**src/core/cdec_defines.svh**
```systemverilog
// Constants for the compact instruction decoder
`ifndef CDEC_DEFINES_SVH
`define CDEC_DEFINES_SVH
`define CDEC_NATIVE_AL 4'hE
`define CDEC_REG_SP 4'hD
`define CDEC_REG_PC 4'hF
`define CDEC_REG_LR 4'hE
`define CDEC_OP_AND 4'h0
`define CDEC_OP_EOR 4'h1
`define CDEC_OP_SUB 4'h2
`define CDEC_OP_RSB 4'h3
`define CDEC_OP_ADD 4'h4
`define CDEC_OP_ADC 4'h5
`define CDEC_OP_SBC 4'h6
`define CDEC_OP_TST 4'h8
`define CDEC_OP_CMP 4'hA
`define CDEC_OP_CMN 4'hB
`define CDEC_OP_ORR 4'hC
`define CDEC_OP_MOV 4'hD
`define CDEC_OP_BIC 4'hE
`define CDEC_OP_MVN 4'hF
`define CDEC_SH_LSL 2'h0
`define CDEC_SH_LSR 2'h1
`define CDEC_SH_ASR 2'h2
`define CDEC_SH_ROR 2'h3
`endif

```
**src/core/cdec_pkg.sv**
```systemverilog
// Types shared by the compact instruction decoder
package cdec_pkg;
   typedef enum logic [4:0] {
      CDEC_F_SHIFT = 5'h01, CDEC_F_ADDSUB = 5'h02, CDEC_F_IMM8 = 5'h03,
      CDEC_F_ALU = 5'h04, CDEC_F_HIREG = 5'h05, CDEC_F_PCLOAD = 5'h06,
      CDEC_F_LSREG = 5'h07, CDEC_F_LSSIGN = 5'h08, CDEC_F_LSIMM = 5'h09,
      CDEC_F_LSHALF = 5'h0A, CDEC_F_SPLS = 5'h0B, CDEC_F_LDADDR = 5'h0C,
      CDEC_F_SPADJ = 5'h0D, CDEC_F_PUSHPOP = 5'h0E, CDEC_F_MULTI = 5'h0F,
      CDEC_F_BCOND = 5'h10, CDEC_F_SWINT = 5'h11, CDEC_F_BRANCH = 5'h12,
      CDEC_F_LONGBL = 5'h13, CDEC_F_UNDEF = 5'h00
   } cdec_format_t;
   typedef struct packed {
      logic out_valid;
      logic [31:0] native;
      cdec_format_t format;
      logic sets_flags;
      logic undefined;
      logic long_second;
   } cdec_state_t;
endpackage

```
**src/core/cdec_expand.sv**
```systemverilog
// Combinational expansion of one compressed halfword into a native word
`include "cdec_defines.svh"
module cdec_expand (
   // Compressed word
   input wire logic [15:0] half,
   // Expanded result
   output logic [31:0] native,
   output cdec_pkg::cdec_format_t format,
   output logic sets_flags,
   output logic undefined,
   output logic long_second
);
   function automatic logic [31:0] dp(input logic [3:0] op, input logic s,
      input logic [3:0] rn, input logic [3:0] rd, input logic imm, input logic [11:0] op2);
      dp = {`CDEC_NATIVE_AL, 2'h0, imm, op, s, rn, rd, op2};
   endfunction
   logic [3:0] rd3;
   logic [3:0] rs3;
   logic [3:0] rb3;
   logic [3:0] ro3;
   logic [3:0] hd;
   logic [3:0] hs;
   always_comb begin
      rd3 = {1'b0, half[2:0]};
      rs3 = {1'b0, half[5:3]};
      rb3 = {1'b0, half[5:3]};
      ro3 = {1'b0, half[8:6]};
      hd = {half[7], half[2:0]};
      hs = {half[6], half[5:3]};
      native = 32'h0000_0000;
      format = cdec_pkg::CDEC_F_UNDEF;
      sets_flags = 1'b0;
      undefined = 1'b0;
      long_second = 1'b0;
      if (half[15:13] == 3'h0 && half[12:11] != 2'h3) begin
         format = cdec_pkg::CDEC_F_SHIFT;
         sets_flags = 1'b1;
         native = dp(`CDEC_OP_MOV, 1'b1, 4'h0, rd3, 1'b0,
            {half[10:6], half[12:11], 1'b0, rs3});
      end else if (half[15:11] == 5'h03) begin
         format = cdec_pkg::CDEC_F_ADDSUB;
         sets_flags = 1'b1;
         native = dp(half[9] ? `CDEC_OP_SUB : `CDEC_OP_ADD, 1'b1, rs3, rd3, half[10],
            half[10] ? {9'h000, half[8:6]} : {8'h00, {1'b0, half[8:6]}});
      end else if (half[15:13] == 3'h1) begin
         format = cdec_pkg::CDEC_F_IMM8;
         sets_flags = 1'b1;
         case (half[12:11])
            2'h0: native = dp(`CDEC_OP_MOV, 1'b1, 4'h0, {1'b0, half[10:8]}, 1'b1,
               {4'h0, half[7:0]});
            2'h1: native = dp(`CDEC_OP_CMP, 1'b1, {1'b0, half[10:8]}, 4'h0, 1'b1,
               {4'h0, half[7:0]});
            2'h2: native = dp(`CDEC_OP_ADD, 1'b1, {1'b0, half[10:8]}, {1'b0, half[10:8]},
               1'b1, {4'h0, half[7:0]});
            default: native = dp(`CDEC_OP_SUB, 1'b1, {1'b0, half[10:8]},
               {1'b0, half[10:8]}, 1'b1, {4'h0, half[7:0]});
         endcase
      end else if (half[15:10] == 6'h10) begin
         format = cdec_pkg::CDEC_F_ALU;
         sets_flags = 1'b1;
         case (half[9:6])
            4'h0: native = dp(`CDEC_OP_AND, 1'b1, rd3, rd3, 1'b0, {8'h00, rs3});
            4'h1: native = dp(`CDEC_OP_EOR, 1'b1, rd3, rd3, 1'b0, {8'h00, rs3});
            4'h2: native = dp(`CDEC_OP_MOV, 1'b1, 4'h0, rd3, 1'b0,
               {rs3, 1'b0, `CDEC_SH_LSL, 1'b1, rd3});
            4'h3: native = dp(`CDEC_OP_MOV, 1'b1, 4'h0, rd3, 1'b0,
               {rs3, 1'b0, `CDEC_SH_LSR, 1'b1, rd3});
            4'h4: native = dp(`CDEC_OP_MOV, 1'b1, 4'h0, rd3, 1'b0,
               {rs3, 1'b0, `CDEC_SH_ASR, 1'b1, rd3});
            4'h5: native = dp(`CDEC_OP_ADC, 1'b1, rd3, rd3, 1'b0, {8'h00, rs3});
            4'h6: native = dp(`CDEC_OP_SBC, 1'b1, rd3, rd3, 1'b0, {8'h00, rs3});
            4'h7: native = dp(`CDEC_OP_MOV, 1'b1, 4'h0, rd3, 1'b0,
               {rs3, 1'b0, `CDEC_SH_ROR, 1'b1, rd3});
            4'h8: native = dp(`CDEC_OP_TST, 1'b1, rd3, 4'h0, 1'b0, {8'h00, rs3});
            4'h9: native = dp(`CDEC_OP_RSB, 1'b1, rs3, rd3, 1'b1, 12'h000);
            4'hA: native = dp(`CDEC_OP_CMP, 1'b1, rd3, 4'h0, 1'b0, {8'h00, rs3});
            4'hB: native = dp(`CDEC_OP_CMN, 1'b1, rd3, 4'h0, 1'b0, {8'h00, rs3});
            4'hC: native = dp(`CDEC_OP_ORR, 1'b1, rd3, rd3, 1'b0, {8'h00, rs3});
            4'hD: native = {`CDEC_NATIVE_AL, 7'h00, 1'b1, rd3, 4'h0, rd3, 4'h9, rs3};
            4'hE: native = dp(`CDEC_OP_BIC, 1'b1, rd3, rd3, 1'b0, {8'h00, rs3});
            default: native = dp(`CDEC_OP_MVN, 1'b1, 4'h0, rd3, 1'b0, {8'h00, rs3});
         endcase
      end else if (half[15:10] == 6'h11) begin
         format = cdec_pkg::CDEC_F_HIREG;
         case (half[9:8])
            2'h0: native = dp(`CDEC_OP_ADD, 1'b0, hd, hd, 1'b0, {8'h00, hs});
            2'h1: begin
               sets_flags = 1'b1;
               native = dp(`CDEC_OP_CMP, 1'b1, hd, 4'h0, 1'b0, {8'h00, hs});
            end
            2'h2: native = dp(`CDEC_OP_MOV, 1'b0, 4'h0, hd, 1'b0, {8'h00, hs});
            default: begin
               undefined = half[7];
               native = {`CDEC_NATIVE_AL, 24'h12FFF1, hs};
            end
         endcase
      end else if (half[15:11] == 5'h09) begin
         format = cdec_pkg::CDEC_F_PCLOAD;
         native = {`CDEC_NATIVE_AL, 8'h59, `CDEC_REG_PC, {1'b0, half[10:8]},
            2'h0, half[7:0], 2'h0};
      end else if (half[15:12] == 4'h5 && !half[9]) begin
         format = cdec_pkg::CDEC_F_LSREG;
         native = {`CDEC_NATIVE_AL, 5'h0F, half[10], 1'b0, half[11], rb3, rd3,
            8'h00, ro3};
      end else if (half[15:12] == 4'h5) begin
         format = cdec_pkg::CDEC_F_LSSIGN;
         native = {`CDEC_NATIVE_AL, 7'h0C, !(half[11] == 1'b0 && half[10] == 1'b0),
            rb3, rd3, 4'h0, 1'b1, half[10], half[11] | !half[10], 1'b1, ro3};
      end else if (half[15:13] == 3'h3) begin
         format = cdec_pkg::CDEC_F_LSIMM;
         native = {`CDEC_NATIVE_AL, 5'h0B, half[12], 1'b0, half[11], rb3, rd3,
            half[12] ? {7'h00, half[10:6]} : {5'h00, half[10:6], 2'h0}};
      end else if (half[15:12] == 4'h8) begin
         format = cdec_pkg::CDEC_F_LSHALF;
         native = {`CDEC_NATIVE_AL, 7'h0D, half[11], rb3, rd3, 2'h0, half[10:9],
            4'hB, half[8:6], 1'b0};
      end else if (half[15:12] == 4'h9) begin
         format = cdec_pkg::CDEC_F_SPLS;
         native = {`CDEC_NATIVE_AL, 7'h2C, half[11], `CDEC_REG_SP, {1'b0, half[10:8]},
            2'h0, half[7:0], 2'h0};
      end else if (half[15:12] == 4'hA) begin
         format = cdec_pkg::CDEC_F_LDADDR;
         native = dp(`CDEC_OP_ADD, 1'b0, half[11] ? `CDEC_REG_SP : `CDEC_REG_PC,
            {1'b0, half[10:8]}, 1'b1, {4'hF, half[7:0]});
      end else if (half[15:8] == 8'hB0) begin
         format = cdec_pkg::CDEC_F_SPADJ;
         native = dp(half[7] ? `CDEC_OP_SUB : `CDEC_OP_ADD, 1'b0, `CDEC_REG_SP,
            `CDEC_REG_SP, 1'b1, {4'hF, 1'b0, half[6:0]});
      end else if (half[15:12] == 4'hB && half[10:9] == 2'h2) begin
         format = cdec_pkg::CDEC_F_PUSHPOP;
         native = half[11]
            ? {`CDEC_NATIVE_AL, 12'h8BD, half[8], 7'h00, half[7:0]}
            : {`CDEC_NATIVE_AL, 12'h92D, 1'b0, half[8], 6'h00, half[7:0]};
      end else if (half[15:12] == 4'hC) begin
         format = cdec_pkg::CDEC_F_MULTI;
         native = {`CDEC_NATIVE_AL, 7'h45, half[11], {1'b0, half[10:8]}, 8'h00, half[7:0]};
      end else if (half[15:8] == 8'hDF) begin
         format = cdec_pkg::CDEC_F_SWINT;
         native = {`CDEC_NATIVE_AL, 4'hF, 16'h0000, half[7:0]};
      end else if (half[15:12] == 4'hD && half[11:8] != 4'hE) begin
         format = cdec_pkg::CDEC_F_BCOND;
         native = {half[11:8], 4'hA, {15{half[7]}}, half[7:0], 1'b0};
      end else if (half[15:11] == 5'h1C) begin
         format = cdec_pkg::CDEC_F_BRANCH;
         native = {`CDEC_NATIVE_AL, 4'hA, {12{half[10]}}, half[10:0], 1'b0};
      end else if (half[15:12] == 4'hF) begin
         format = cdec_pkg::CDEC_F_LONGBL;
         long_second = half[11];
         native = half[11]
            ? {`CDEC_NATIVE_AL, 8'h2A, `CDEC_REG_LR, `CDEC_REG_PC, {1'b0, half[10:0]}}
            : {`CDEC_NATIVE_AL, 8'h2A, `CDEC_REG_PC, `CDEC_REG_LR, {1'b0, half[10:0]}};
      end else begin
         undefined = 1'b1;
      end
   end
endmodule

```
**src/core/cdec_top.sv**
```systemverilog
// Compact instruction decoder: registers each expanded halfword
// Functional notes
// - Accept exactly 16-bit compressed words
// - Expand each word to native 32-bit
// - 0101 with bit9 clear: register-offset load/store
// - 011 prefix: immediate-offset load/store
// - 10110000 prefix: stack pointer adjust
// - 1111 prefix: long branch-link half
// - Add in formats 5,12,13 keeps flags
// - Hi-register move keeps flags
`include "cdec_defines.svh"
module cdec_top (
   // Clock and reset
   input wire logic clk,
   input wire logic rst,
   // From fetch
   input wire logic in_valid,
   input wire logic [15:0] in_half,
   // To execute
   output logic out_valid,
   output logic [31:0] out_native,
   output cdec_pkg::cdec_format_t out_format,
   output logic out_sets_flags,
   output logic out_undefined,
   output logic out_long_second
);
   cdec_pkg::cdec_state_t st_ff;
   cdec_pkg::cdec_state_t nxt_st;
   logic [31:0] x_native;
   cdec_pkg::cdec_format_t x_format;
   logic x_flags;
   logic x_undef;
   logic x_second;

   // ---------------------------------------------
   // Expansion
   // ---------------------------------------------
   cdec_expand u_expand (
      .half(in_half),
      .native(x_native),
      .format(x_format),
      .sets_flags(x_flags),
      .undefined(x_undef),
      .long_second(x_second)
   );

   // ---------------------------------------------
   // Output stage
   // ---------------------------------------------
   always_comb begin
      nxt_st = st_ff;
      nxt_st.out_valid = in_valid;
      if (in_valid) begin
         nxt_st.native = x_native;
         nxt_st.format = x_format;
         nxt_st.sets_flags = x_flags;
         nxt_st.undefined = x_undef;
         nxt_st.long_second = x_second;
      end
   end

   always_ff @(posedge clk or posedge rst) begin
      if (rst) begin
         st_ff <= '{out_valid: 1'b0, native: 32'h0000_0000,
            format: cdec_pkg::CDEC_F_UNDEF, sets_flags: 1'b0, undefined: 1'b0,
            long_second: 1'b0};
      end else begin
         st_ff <= nxt_st;
      end
   end

   assign out_valid = st_ff.out_valid;
   assign out_native = st_ff.native;
   assign out_format = st_ff.format;
   assign out_sets_flags = st_ff.sets_flags;
   assign out_undefined = st_ff.undefined;
   assign out_long_second = st_ff.long_second;
endmodule

```
**config.mk**
```make
export PLATFORM = sky130hd
export DESIGN_NAME = cdec_top
export DESIGN_NICKNAME = d
export VERILOG_FILES = /design/src/core/cdec_pkg.sv /design/src/core/cdec_expand.sv /design/src/core/cdec_top.sv
export VERILOG_INCLUDE_DIRS = /design/src /design/src/core
export SDC_FILE = /design/constraint.sdc
export NUM_CORES = 1
export LEC_CHECK = 0
export BUFFER_PORTS_ARGS = -buffer_cell sky130_fd_sc_hd__buf_2
export CORE_MARGIN = 2
export CORE_UTILIZATION = 60
export CTS_BUF_LIST = sky130_fd_sc_hd__clkbuf_16
export CTS_CLUSTER_SIZE = 12
export DETAILED_ROUTE_END_ITERATION = 7
export PLACE_DENSITY = 0.83
export SYNTH_ARGS = -nofsm -noshare
export SYNTH_HDL_FRONTEND = slang
export SYNTH_SLANG_ARGS = --single-unit
```
**constraint.sdc**
```tcl
create_clock -name clk -period 1.7 [get_ports clk]
set_input_delay 0.51 -clock clk [delete_from_list [all_inputs] [get_ports clk]]
set_output_delay 0.51 -clock clk [all_outputs]
set_load 0.03 [all_outputs]
```
==> results of run 1 <==
through the flow:
stage	hold slack (ns)	setup TNS, ns	cell area [sq um]
global placement	0.464	-17.03	6570
detailed placement	0.466	-19.56	6570
floorplan	0.541	-6.67	4810
cells by family after synthesis:
| group | after synthesis | share of synthesized area |
|---|---|---|
| AOI/OAI and AO/OA | 267 | 0.413 |
| DFF | 41 | 0.228 |
| and+or+nand+nor | 231 | 0.259 |
| muxes | 5 | 0.0122 |
| xor gates and xnor gates | 3 | 0.00583 |
| buffers and inverters | 84 | 0.0816 |
==> results_tabular.tex, run 1 <==
\begin{tabular}{lr}
\hline
Metric & Value \\
\hline
\multicolumn{2}{l}{\textbf{Synthesis}} \\
\quad Mapped Cells & 631 \\
\quad Number of synthesis warnings & 0 \\
\quad Sequential-to-total area share from yosys stat & 0.228 \\
\quad Post-Syn Nets & 650 \\
\quad Share of synthesized registers carrying an async set or reset & 1.00 \\
\quad Number of flops mapped to enable cells by yosys & 0 \\
\quad Cell taking the most area after synthesis & dfrtp\_1 \\
\quad Top cells by area, synth & dfrtp\_1, a21oi\_1, nand2\_1 \\
\quad Commonest cells post-synth & nand2\_1, a21oi\_1, nor2\_1, dfrtp\_1 \\
\quad Number of synthesized register bits & 41 \\
\quad Most common cell in the synthesized netlist & nand2\_1 \\
\quad Yosys cell types & 83 \\
\quad Commonest register cell after synthesis & dfrtp\_1 \\
\quad Fraction of synthesized cell area taken by the top area cell type & 0.228 \\
\quad Area of the mapped netlist & 4510 sq um \\
\quad Mean instance size in the synthesized netlist & 7.14 sq um \\
\multicolumn{2}{l}{\textbf{Outcome}} \\
\quad Failing step & clock tree synthesis (4\_1\_cts) \\
\quad First logged error message & [ERROR DPL-0038] Utilization greater than 100\%, impossible to legalize \\
\quad Result of the run & aborted with a tool error \\
\multicolumn{2}{l}{\textbf{Floorplanning}} \\
\quad Effective utilization at floorplan & 0.621 \\
\quad Floorplan die height & 90.7 um \\
\quad Number of cell rows & 31 \\
\quad Width of the chip & 90.7 um \\
\quad Number of I/O pins & 60 \\
\multicolumn{2}{l}{\textbf{Place}} \\
\quad Pre-CTS setup slack & -0.812 ns \\
\quad Port Buffers & 59 \\
\quad Final weighted congestion in routability-driven placement & 1.31 \\
\quad Post-placement cell count & 935 \\
\quad HPWL reported at the end of detailed placement & 18.4 mm \\
\multicolumn{2}{l}{\textbf{CTS}} \\
\quad Master cell of the clock root buffer & clkbuf\_16 \\
\quad Maximum count of clock buffers along a single path & 2 \\
\quad Number of clock sinks seen by CTS & 41 \\
\quad Number of gates resized after cts & 200 \\
\quad Hold bufs inserted after CTS & 0 \\
\quad H-tree depth reported by CTS & 2 \\
\quad Clock buffers created by TritonCTS & 5 \\
\quad Setup repair bufs after CTS & 41 \\
\hline
\end{tabular}
==> inputs of run 2 (changes only) <==
--- a/config.mk
+++ b/config.mk
@@ -8,11 +8,9 @@
 export LEC_CHECK = 0
 export BUFFER_PORTS_ARGS = -buffer_cell sky130_fd_sc_hd__buf_2
 export CORE_MARGIN = 2
-export CORE_UTILIZATION = 60
-export CTS_BUF_LIST = sky130_fd_sc_hd__clkbuf_16
-export CTS_CLUSTER_SIZE = 12
+export CORE_UTILIZATION = 40
 export DETAILED_ROUTE_END_ITERATION = 7
-export PLACE_DENSITY = 0.83
+export PLACE_DENSITY_LB_ADDON = 0.15
 export SYNTH_ARGS = -nofsm -noshare
 export SYNTH_HDL_FRONTEND = slang
 export SYNTH_SLANG_ARGS = --single-unit
==> results_tabular.tex, run 2 <==
\begin{tabular}{lr}
\hline
Metric & Value \\
\hline
\multicolumn{2}{l}{\textbf{Power and ir drop}} \\
\quad Clock network fraction of design power & 0.246 \\
\quad Switching power as a share of total power & 0.404 \\
\quad Leak pwr & 3.67 nW \\
\quad Share of total power in combinational logic & 0.501 \\
\quad Proportion of power drawn by flip-flops and latches & 0.253 \\
\quad Final Power & 4.61 mW \\
\quad Power density cells & 557 nW/um\^{}2 \\
\quad Net switching power & 1.86 mW \\
\quad Total internal power & 2.75 mW \\
\quad Max VDD drop & 0.000523 V \\
\multicolumn{2}{l}{\textbf{Worst setup path}} \\
\quad Kind of end point of the critical path & flop \\
\quad Max stage delay on crit path & 0.37 ns \\
\quad CP cell instances & buf\_12 -> nand2b\_1 -> buf\_4 -> nor3\_2 -> o211ai\_1 -> buf\_4 -> nand3\_2 -> nand3\_2 -> a31oi\_1 \\
\quad Crit Path Max Fanout & 5 \\
\quad Data required time at the worst endpoint & 1.91 ns \\
\quad Worst endpoint data arrival time & 2.23 ns \\
\quad Critical path type & input pin to flop \\
\quad CP max stage cell & nor3\_2 \\
\quad Nature of the critical path startpoint & input pin \\
\multicolumn{2}{l}{\textbf{Floorplanning}} \\
\quad Effective utilization at floorplan & 0.412 \\
\quad Width of the chip & 110 um \\
\quad Number of I/O pins & 60 \\
\quad Core footprint & 10900 sq um \\
\quad Floorplan die height & 110 um \\
\quad Die footprint & 12100 sq um \\
\quad Number of cell rows & 38 \\
\multicolumn{2}{l}{\textbf{STA}} \\
\quad RSZ-0062 raised after global routing & true \\
\quad Crit share post-route & 1.19 \\
\quad Slew margin rel. & 0.568 \\
\quad Slew Viols, Final & 0 \\
\quad Tmin final & 2.02 ns \\
\quad F\_max & 0.495 GHz \\
\quad Transition time of the tightest slew-check pin & 0.643 ns \\
\quad Smallest hold slack & 0.217 ns \\
\quad Final hold violation count & 0 \\
\quad Final count of negative-setup-slack endpoints & 37 \\
\quad Setup skew after layout & 0 ns \\
\quad Final Worst Setup Slack & -0.321 ns \\
\multicolumn{2}{l}{\textbf{GRT}} \\
\quad Gr ovfl total & 0 \\
\quad Vias in the first global route & 6869 \\
\quad Maximum number of pins on one net before global-route repair & 28 \\
\quad All-Layer GR Usage & 0.459 \\
\quad Global-route wire length before repair & 41.1 mm \\
\quad Antenna violations before repair & 0 \\
\multicolumn{2}{l}{\textbf{Drt}} \\
\quad Wire per inst & 28.3 um \\
\quad Overall routed net length & 29.7 mm \\
\quad Detailed-route wire length on metal 1 & 10.4 mm \\
\quad Number of DRC violations after detailed-routing iteration 0 & 1055 \\
\quad Top layer in use & met4 \\
\quad Post-route DRC violation count & 0 \\
\quad Vias after detailed routing & 7291 \\
\quad Met3 WL post-DR & 4.03 mm \\
\quad Mean number of vias per cell & 6.93 \\
\quad Sum of met2 wire segment lengths after detailed routing & 12.5 mm \\
\quad Number of detailed-routing iterations run before antenna repair & 7 \\
\quad Antenna Nets Post-Route & 0 \\
\multicolumn{2}{l}{\textbf{Layout}} \\
\quad Final net count & 930 \\
\quad Leading cell type in the layout, fill and taps excluded & buf\_4 \\
\quad Layout cells sized above 1 & 0.545 \\
\quad Commonest non-fill, non-tap cells in the layout & buf\_4, nand2\_1, a21oi\_1, buf\_2, nor2\_1 \\
\quad N\_diodes & 0 \\
\quad Core utilization of the finished layout & 0.757 \\
\quad Layout overhead on the synthesized area & 83.6\% \\
\quad Number of flip-flops under the largest register name & 32 \\
\multicolumn{2}{l}{\textbf{Synthesis}} \\
\quad Mapped Cells & 631 \\
\quad Number of synthesized register bits & 41 \\
\quad Fraction of synthesized cell area taken by the top area cell type & 0.228 \\
\quad Yosys cell types & 83 \\
\quad Most common cell in the synthesized netlist & nand2\_1 \\
\quad Area of the mapped netlist & 4510 sq um \\
\quad Commonest cells post-synth & nand2\_1, a21oi\_1, nor2\_1, dfrtp\_1 \\
\quad Share of synthesized registers carrying an async set or reset & 1.00 \\
\quad Number of synthesis warnings & 0 \\
\quad Mean instance size in the synthesized netlist & 7.14 sq um \\
\quad Commonest register cell after synthesis & dfrtp\_1 \\
\quad Number of flops mapped to enable cells by yosys & 0 \\
\quad Post-Syn Nets & 650 \\
\quad Sequential-to-total area share from yosys stat & 0.228 \\
\quad Top cells by area, synth & dfrtp\_1, a21oi\_1, nand2\_1 \\
\quad Cell taking the most area after synthesis & dfrtp\_1 \\
\multicolumn{2}{l}{\textbf{Place}} \\
\quad HPWL reported at the end of detailed placement & 20.0 mm \\
\quad Pre-CTS setup slack & -0.875 ns \\
\quad Final weighted congestion in routability-driven placement & 1.11 \\
\quad Port Buffers & 59 \\
\multicolumn{2}{l}{\textbf{Outcome}} \\
\quad Failing checks & negative setup slack \\
\quad Result of the run & finished with violations \\
\multicolumn{2}{l}{\textbf{CTS}} \\
\quad CTS tree & done \\
\quad Insertion delay to the later sink of the worst-skew pair & 0.29 ns \\
\quad Hold bufs inserted after CTS & 0 \\
\quad H-tree depth reported by CTS & 2 \\
\quad Number of clock sinks seen by CTS & 41 \\
\quad CTS clk-pin slew, worst paths & 0.07 ns \\
\quad Clock buffers created by TritonCTS & 5 \\
\quad Maximum count of clock buffers along a single path & 2 \\
\quad Master cell of the clock root buffer & clkbuf\_16 \\
\multicolumn{2}{l}{\textbf{Flow run}} \\
\quad Max\_cap viols & 0 \\
\multicolumn{2}{l}{\textbf{Min path}} \\
\quad Type of the tightest min-delay check & input pin to async pin \\
\hline
\end{tabular}
## run 2: timing repair
item                                    CTS  global route
hold endpoints to repair                  0             0
gates resized for setup                 139            79
pin swaps                                42            44
gates cloned                              0             1
endpoints found under the setup margin   37            38
setup buffers                            42            19
## run 2: per-layer routing
| layer | vias up | GRT usage |
|---|---|---|
| met1 | 3381 | 0.559 |
| met3 | 255 | 0.156 |
| li1 | 2951 | - |
| met5 | - | 0 |
| met4 | 0 | 0.288 |
| met2 | 704 | 0.692 |
## run 2: final timing paths
path,from,end,slack (ns),cells past startpoint
max reg2reg,out_native[22],out_native[22],0.47,4
max in group asynchronous,rst,out_native[23],0.97,3
min in group clk,out_native[24],out_native[24],0.49,1
max,in_half[12],out_native[11],-0.32,9
min,rst,out_valid,0.22,2
min reg2reg,out_native[24],out_native[24],0.49,1
## run 2: kinds of logic after synthesis
family / share of synthesized area
compound gates: 0.413
xor+xnor: 0.00583
buf+inv: 0.0816
flops: 0.228
mux: 0.0122
simple gates: 0.259
## run 2: power by group through the flow
stage	Sequential [mW]	Clock [mW]	Combinational (mW)
global placement	1.17	0	1.81
CTS	1.16	1.14	2.05
floorplan	1.40	0	0.791
global route	1.17	1.18	2.39
finish	1.17	1.14	2.31
detailed placement	1.18	0	1.82
## run 2: area by class of cell
class | count | area [sq um]
Inverter | 12 | 45.0
Sequential cell | 41 | 1030
Fill cell | 781 | 2660
Timing Repair Buffer | 345 | 2940
Tap cell | 140 | 175
Multi-Input combinational cell | 506 | 3920
Clock buffer | 5 | 125
Clock inverter | 3 | 46.3
## run 2: metrics by stage
stage	instance area (sq um)	instances	TNS, ns
2_1_floorplan	4810	631	-6.67
3_3_place_gp	6640	984	-20.72
3_5_place_dp	6640	984	-22.07
4_1_cts	7730	1033	-3.88
5_1_grt	8270	1052	-7.51
6_report	8270	1052	-6.95
## run 2: worst max-delay path: cells and delay by family
family                 cells  cell delay [ns]
AOI/OAI and AO/OA          2             0.39
buffers and inverters      3             0.54
and+or+nand+nor            4             0.79
Note: power is estimated with default switching activity, not from simulation.
==> inputs of run 3 (changes only) <==
--- a/config.mk
+++ b/config.mk
@@ -8,7 +8,7 @@
 export LEC_CHECK = 0
 export BUFFER_PORTS_ARGS = -buffer_cell sky130_fd_sc_hd__buf_2
 export CORE_MARGIN = 2
-export CORE_UTILIZATION = 40
+export CORE_UTILIZATION = 35
 export DETAILED_ROUTE_END_ITERATION = 7
 export PLACE_DENSITY_LB_ADDON = 0.15
 export SYNTH_ARGS = -nofsm -noshare
==> results_tabular.tex, run 3 (same netlist as run 2, synthesis figures left out) <==
\begin{tabular}{lr}
\hline
Metric & Value \\
\hline
\multicolumn{2}{l}{\textbf{Layout}} \\
\quad Multi-input gate area & 4020 sq um \\
\quad Final net count & 945 \\
\quad Final cell count without fillers & 1099 \\
\quad N\_diodes & 0 \\
\quad Core utilization of the finished layout & 0.678 \\
\quad Final design area excluding fillers & 8560 sq um \\
\quad Commonest non-fill, non-tap cells in the layout & buf\_4, nand2\_1, a21oi\_1, buf\_2, nor2\_1 \\
\quad Number of fill cells in the layout & 1033 \\
\quad Sequential standard cell area & 1030 sq um \\
\quad Leading cell type in the layout, fill and taps excluded & buf\_4 \\
\quad Number of flip-flops under the largest register name & 32 \\
\quad Layout overhead on the synthesized area & 89.9\% \\
\quad Layout cells sized above 1 & 0.569 \\
\multicolumn{2}{l}{\textbf{Worst setup path}} \\
\quad CP cell instances & buf\_8 -> or4b\_4 -> buf\_12 -> buf\_12 -> nor2\_4 -> buf\_6 -> o21ai\_4 -> a311oi\_2 -> o2bb2ai\_1 \\
\quad Worst endpoint data arrival time & 2.25 ns \\
\quad Family of cells with the greatest summed delay on the critical path & simple AND/OR/NAND/NOR gates \\
\quad Kind of end point of the critical path & flop \\
\quad Critical path type & input pin to flop \\
\quad Data required time at the worst endpoint & 1.88 ns \\
\quad Sum of buffers and inverters on the critical path & 4 \\
\quad Cell seen most often among critical-path stages & buf\_12 \\
\quad Max stage delay on crit path & 0.55 ns \\
\quad CP max stage cell & or4b\_4 \\
\quad Crit Path Max Fanout & 7 \\
\quad Nature of the critical path startpoint & input pin \\
\multicolumn{2}{l}{\textbf{Power and ir drop}} \\
\quad Power density cells & 554 nW/um\^{}2 \\
\quad Leak pwr & 3.80 nW \\
\quad Final Power & 4.74 mW \\
\quad Max VDD drop & 0.000444 V \\
\multicolumn{2}{l}{\textbf{STA}} \\
\quad Transition time of the tightest slew-check pin & 0.608 ns \\
\quad Slew Viols, Final & 0 \\
\quad Tmin final & 2.07 ns \\
\quad Total negative slack & -7.24 ns \\
\quad RSZ-0062 raised after global routing & true \\
\quad Final Worst Setup Slack & -0.371 ns \\
\quad Crit share post-route & 1.22 \\
\quad Smallest hold slack & 0.206 ns \\
\quad Final count of negative-setup-slack endpoints & 35 \\
\quad Slew margin rel. & 0.590 \\
\quad Final hold violation count & 0 \\
\quad Setup skew after layout & 0 ns \\
\quad F\_max & 0.483 GHz \\
\multicolumn{2}{l}{\textbf{Floorplanning}} \\
\quad Width of the chip & 117 um \\
\quad Number of cell rows & 41 \\
\quad Floorplan die height & 117 um \\
\quad Die footprint & 13800 sq um \\
\quad Effective utilization at floorplan & 0.357 \\
\quad Core footprint & 12600 sq um \\
\quad Number of I/O pins & 60 \\
\multicolumn{2}{l}{\textbf{Place}} \\
\quad Pre-CTS setup slack & -0.855 ns \\
\quad Post-placement cell count & 1036 \\
\quad Port Buffers & 59 \\
\quad Final weighted congestion in routability-driven placement & 1.01 \\
\quad Placed instance area & 6850 sq um \\
\quad HPWL reported at the end of detailed placement & 20.3 mm \\
\multicolumn{2}{l}{\textbf{CTS}} \\
\quad CTS clk-pin slew, worst paths & 0.07 ns \\
\quad Clock buffers created by TritonCTS & 5 \\
\quad Hold bufs inserted after CTS & 0 \\
\quad CTS tree & done \\
\quad Maximum count of clock buffers along a single path & 2 \\
\quad H-tree depth reported by CTS & 2 \\
\quad Master cell of the clock root buffer & clkbuf\_16 \\
\quad Number of clock sinks seen by CTS & 41 \\
\quad Insertion delay to the later sink of the worst-skew pair & 0.29 ns \\
\multicolumn{2}{l}{\textbf{Min path}} \\
\quad Type of the tightest min-delay check & input pin to async pin \\
\multicolumn{2}{l}{\textbf{GRT}} \\
\quad All-Layer GR Usage & 0.384 \\
\quad Antenna violations before repair & 0 \\
\quad Gr ovfl total & 0 \\
\quad Global-route wire length before repair & 40.9 mm \\
\quad Maximum number of pins on one net before global-route repair & 29 \\
\quad Vias in the first global route & 6747 \\
\multicolumn{2}{l}{\textbf{Drt}} \\
\quad Met3 WL post-DR & 2.69 mm \\
\quad Top layer in use & met4 \\
\quad Wire per inst & 25.1 um \\
\quad Post-route DRC violation count & 0 \\
\quad Mean number of vias per cell & 6.35 \\
\quad Antenna Nets Post-Route & 0 \\
\quad Vias after detailed routing & 6975 \\
\quad Number of DRC violations after detailed-routing iteration 0 & 934 \\
\quad Overall routed net length & 27.6 mm \\
\quad Sum of met2 wire segment lengths after detailed routing & 12.4 mm \\
\quad Detailed-route wire length on metal 1 & 10.4 mm \\
\quad Number of detailed-routing iterations run before antenna repair & 5 \\
\multicolumn{2}{l}{\textbf{Outcome}} \\
\quad Failing checks & negative setup slack \\
\quad Result of the run & finished with violations \\
\multicolumn{2}{l}{\textbf{Flow run}} \\
\quad Max\_cap viols & 0 \\
\hline
\end{tabular}
run 3: final cells by class:
type / count / area share
clock buffer: 5 / 0.0146
clock inverter: 3 / 0.00804
inverter: 12 / 0.00599
multi-input combinational: 506 / 0.469
sequential: 41 / 0.120
tap: 172 / 0.0251
timing repair buffer: 360 / 0.357
run 3: metal layers:
metal	vias up	global-route usage
li1	3000	-
met1	3300	0.464
met2	518	0.628
met3	157	0.0959
met4	0	0.210
met5	-	0
run 3: repair_timing:
item	in CTS	in global routing
resized for setup	194	59
setup endpoints to repair	37	36
pin swaps	77	54
setup buffers	46	19
cloned	1	0
run 3: path summary, 6_finish.rpt:
check                               start        endpoint  slack (ns)  cells past startpoint
setup / recovery              in_half[15]  out_native[24]       -0.37                      9
min in group clk           out_native[15]  out_native[15]        0.49                      1
max in group asynchronous             rst  out_native[28]        1.00                      3
hold reg to reg            out_native[15]  out_native[15]        0.49                      1
hold / removal                        rst       out_valid        0.21                      2
setup reg to reg           out_native[22]  out_native[22]        0.45                      4
run 3: power by group:
part           internal, mW  switching (mW)  total (mW)
Combinational         0.984            1.31        2.29
Clock                 0.848           0.441        1.29
Sequential             1.09          0.0695        1.16
Total                  2.92            1.82        4.74
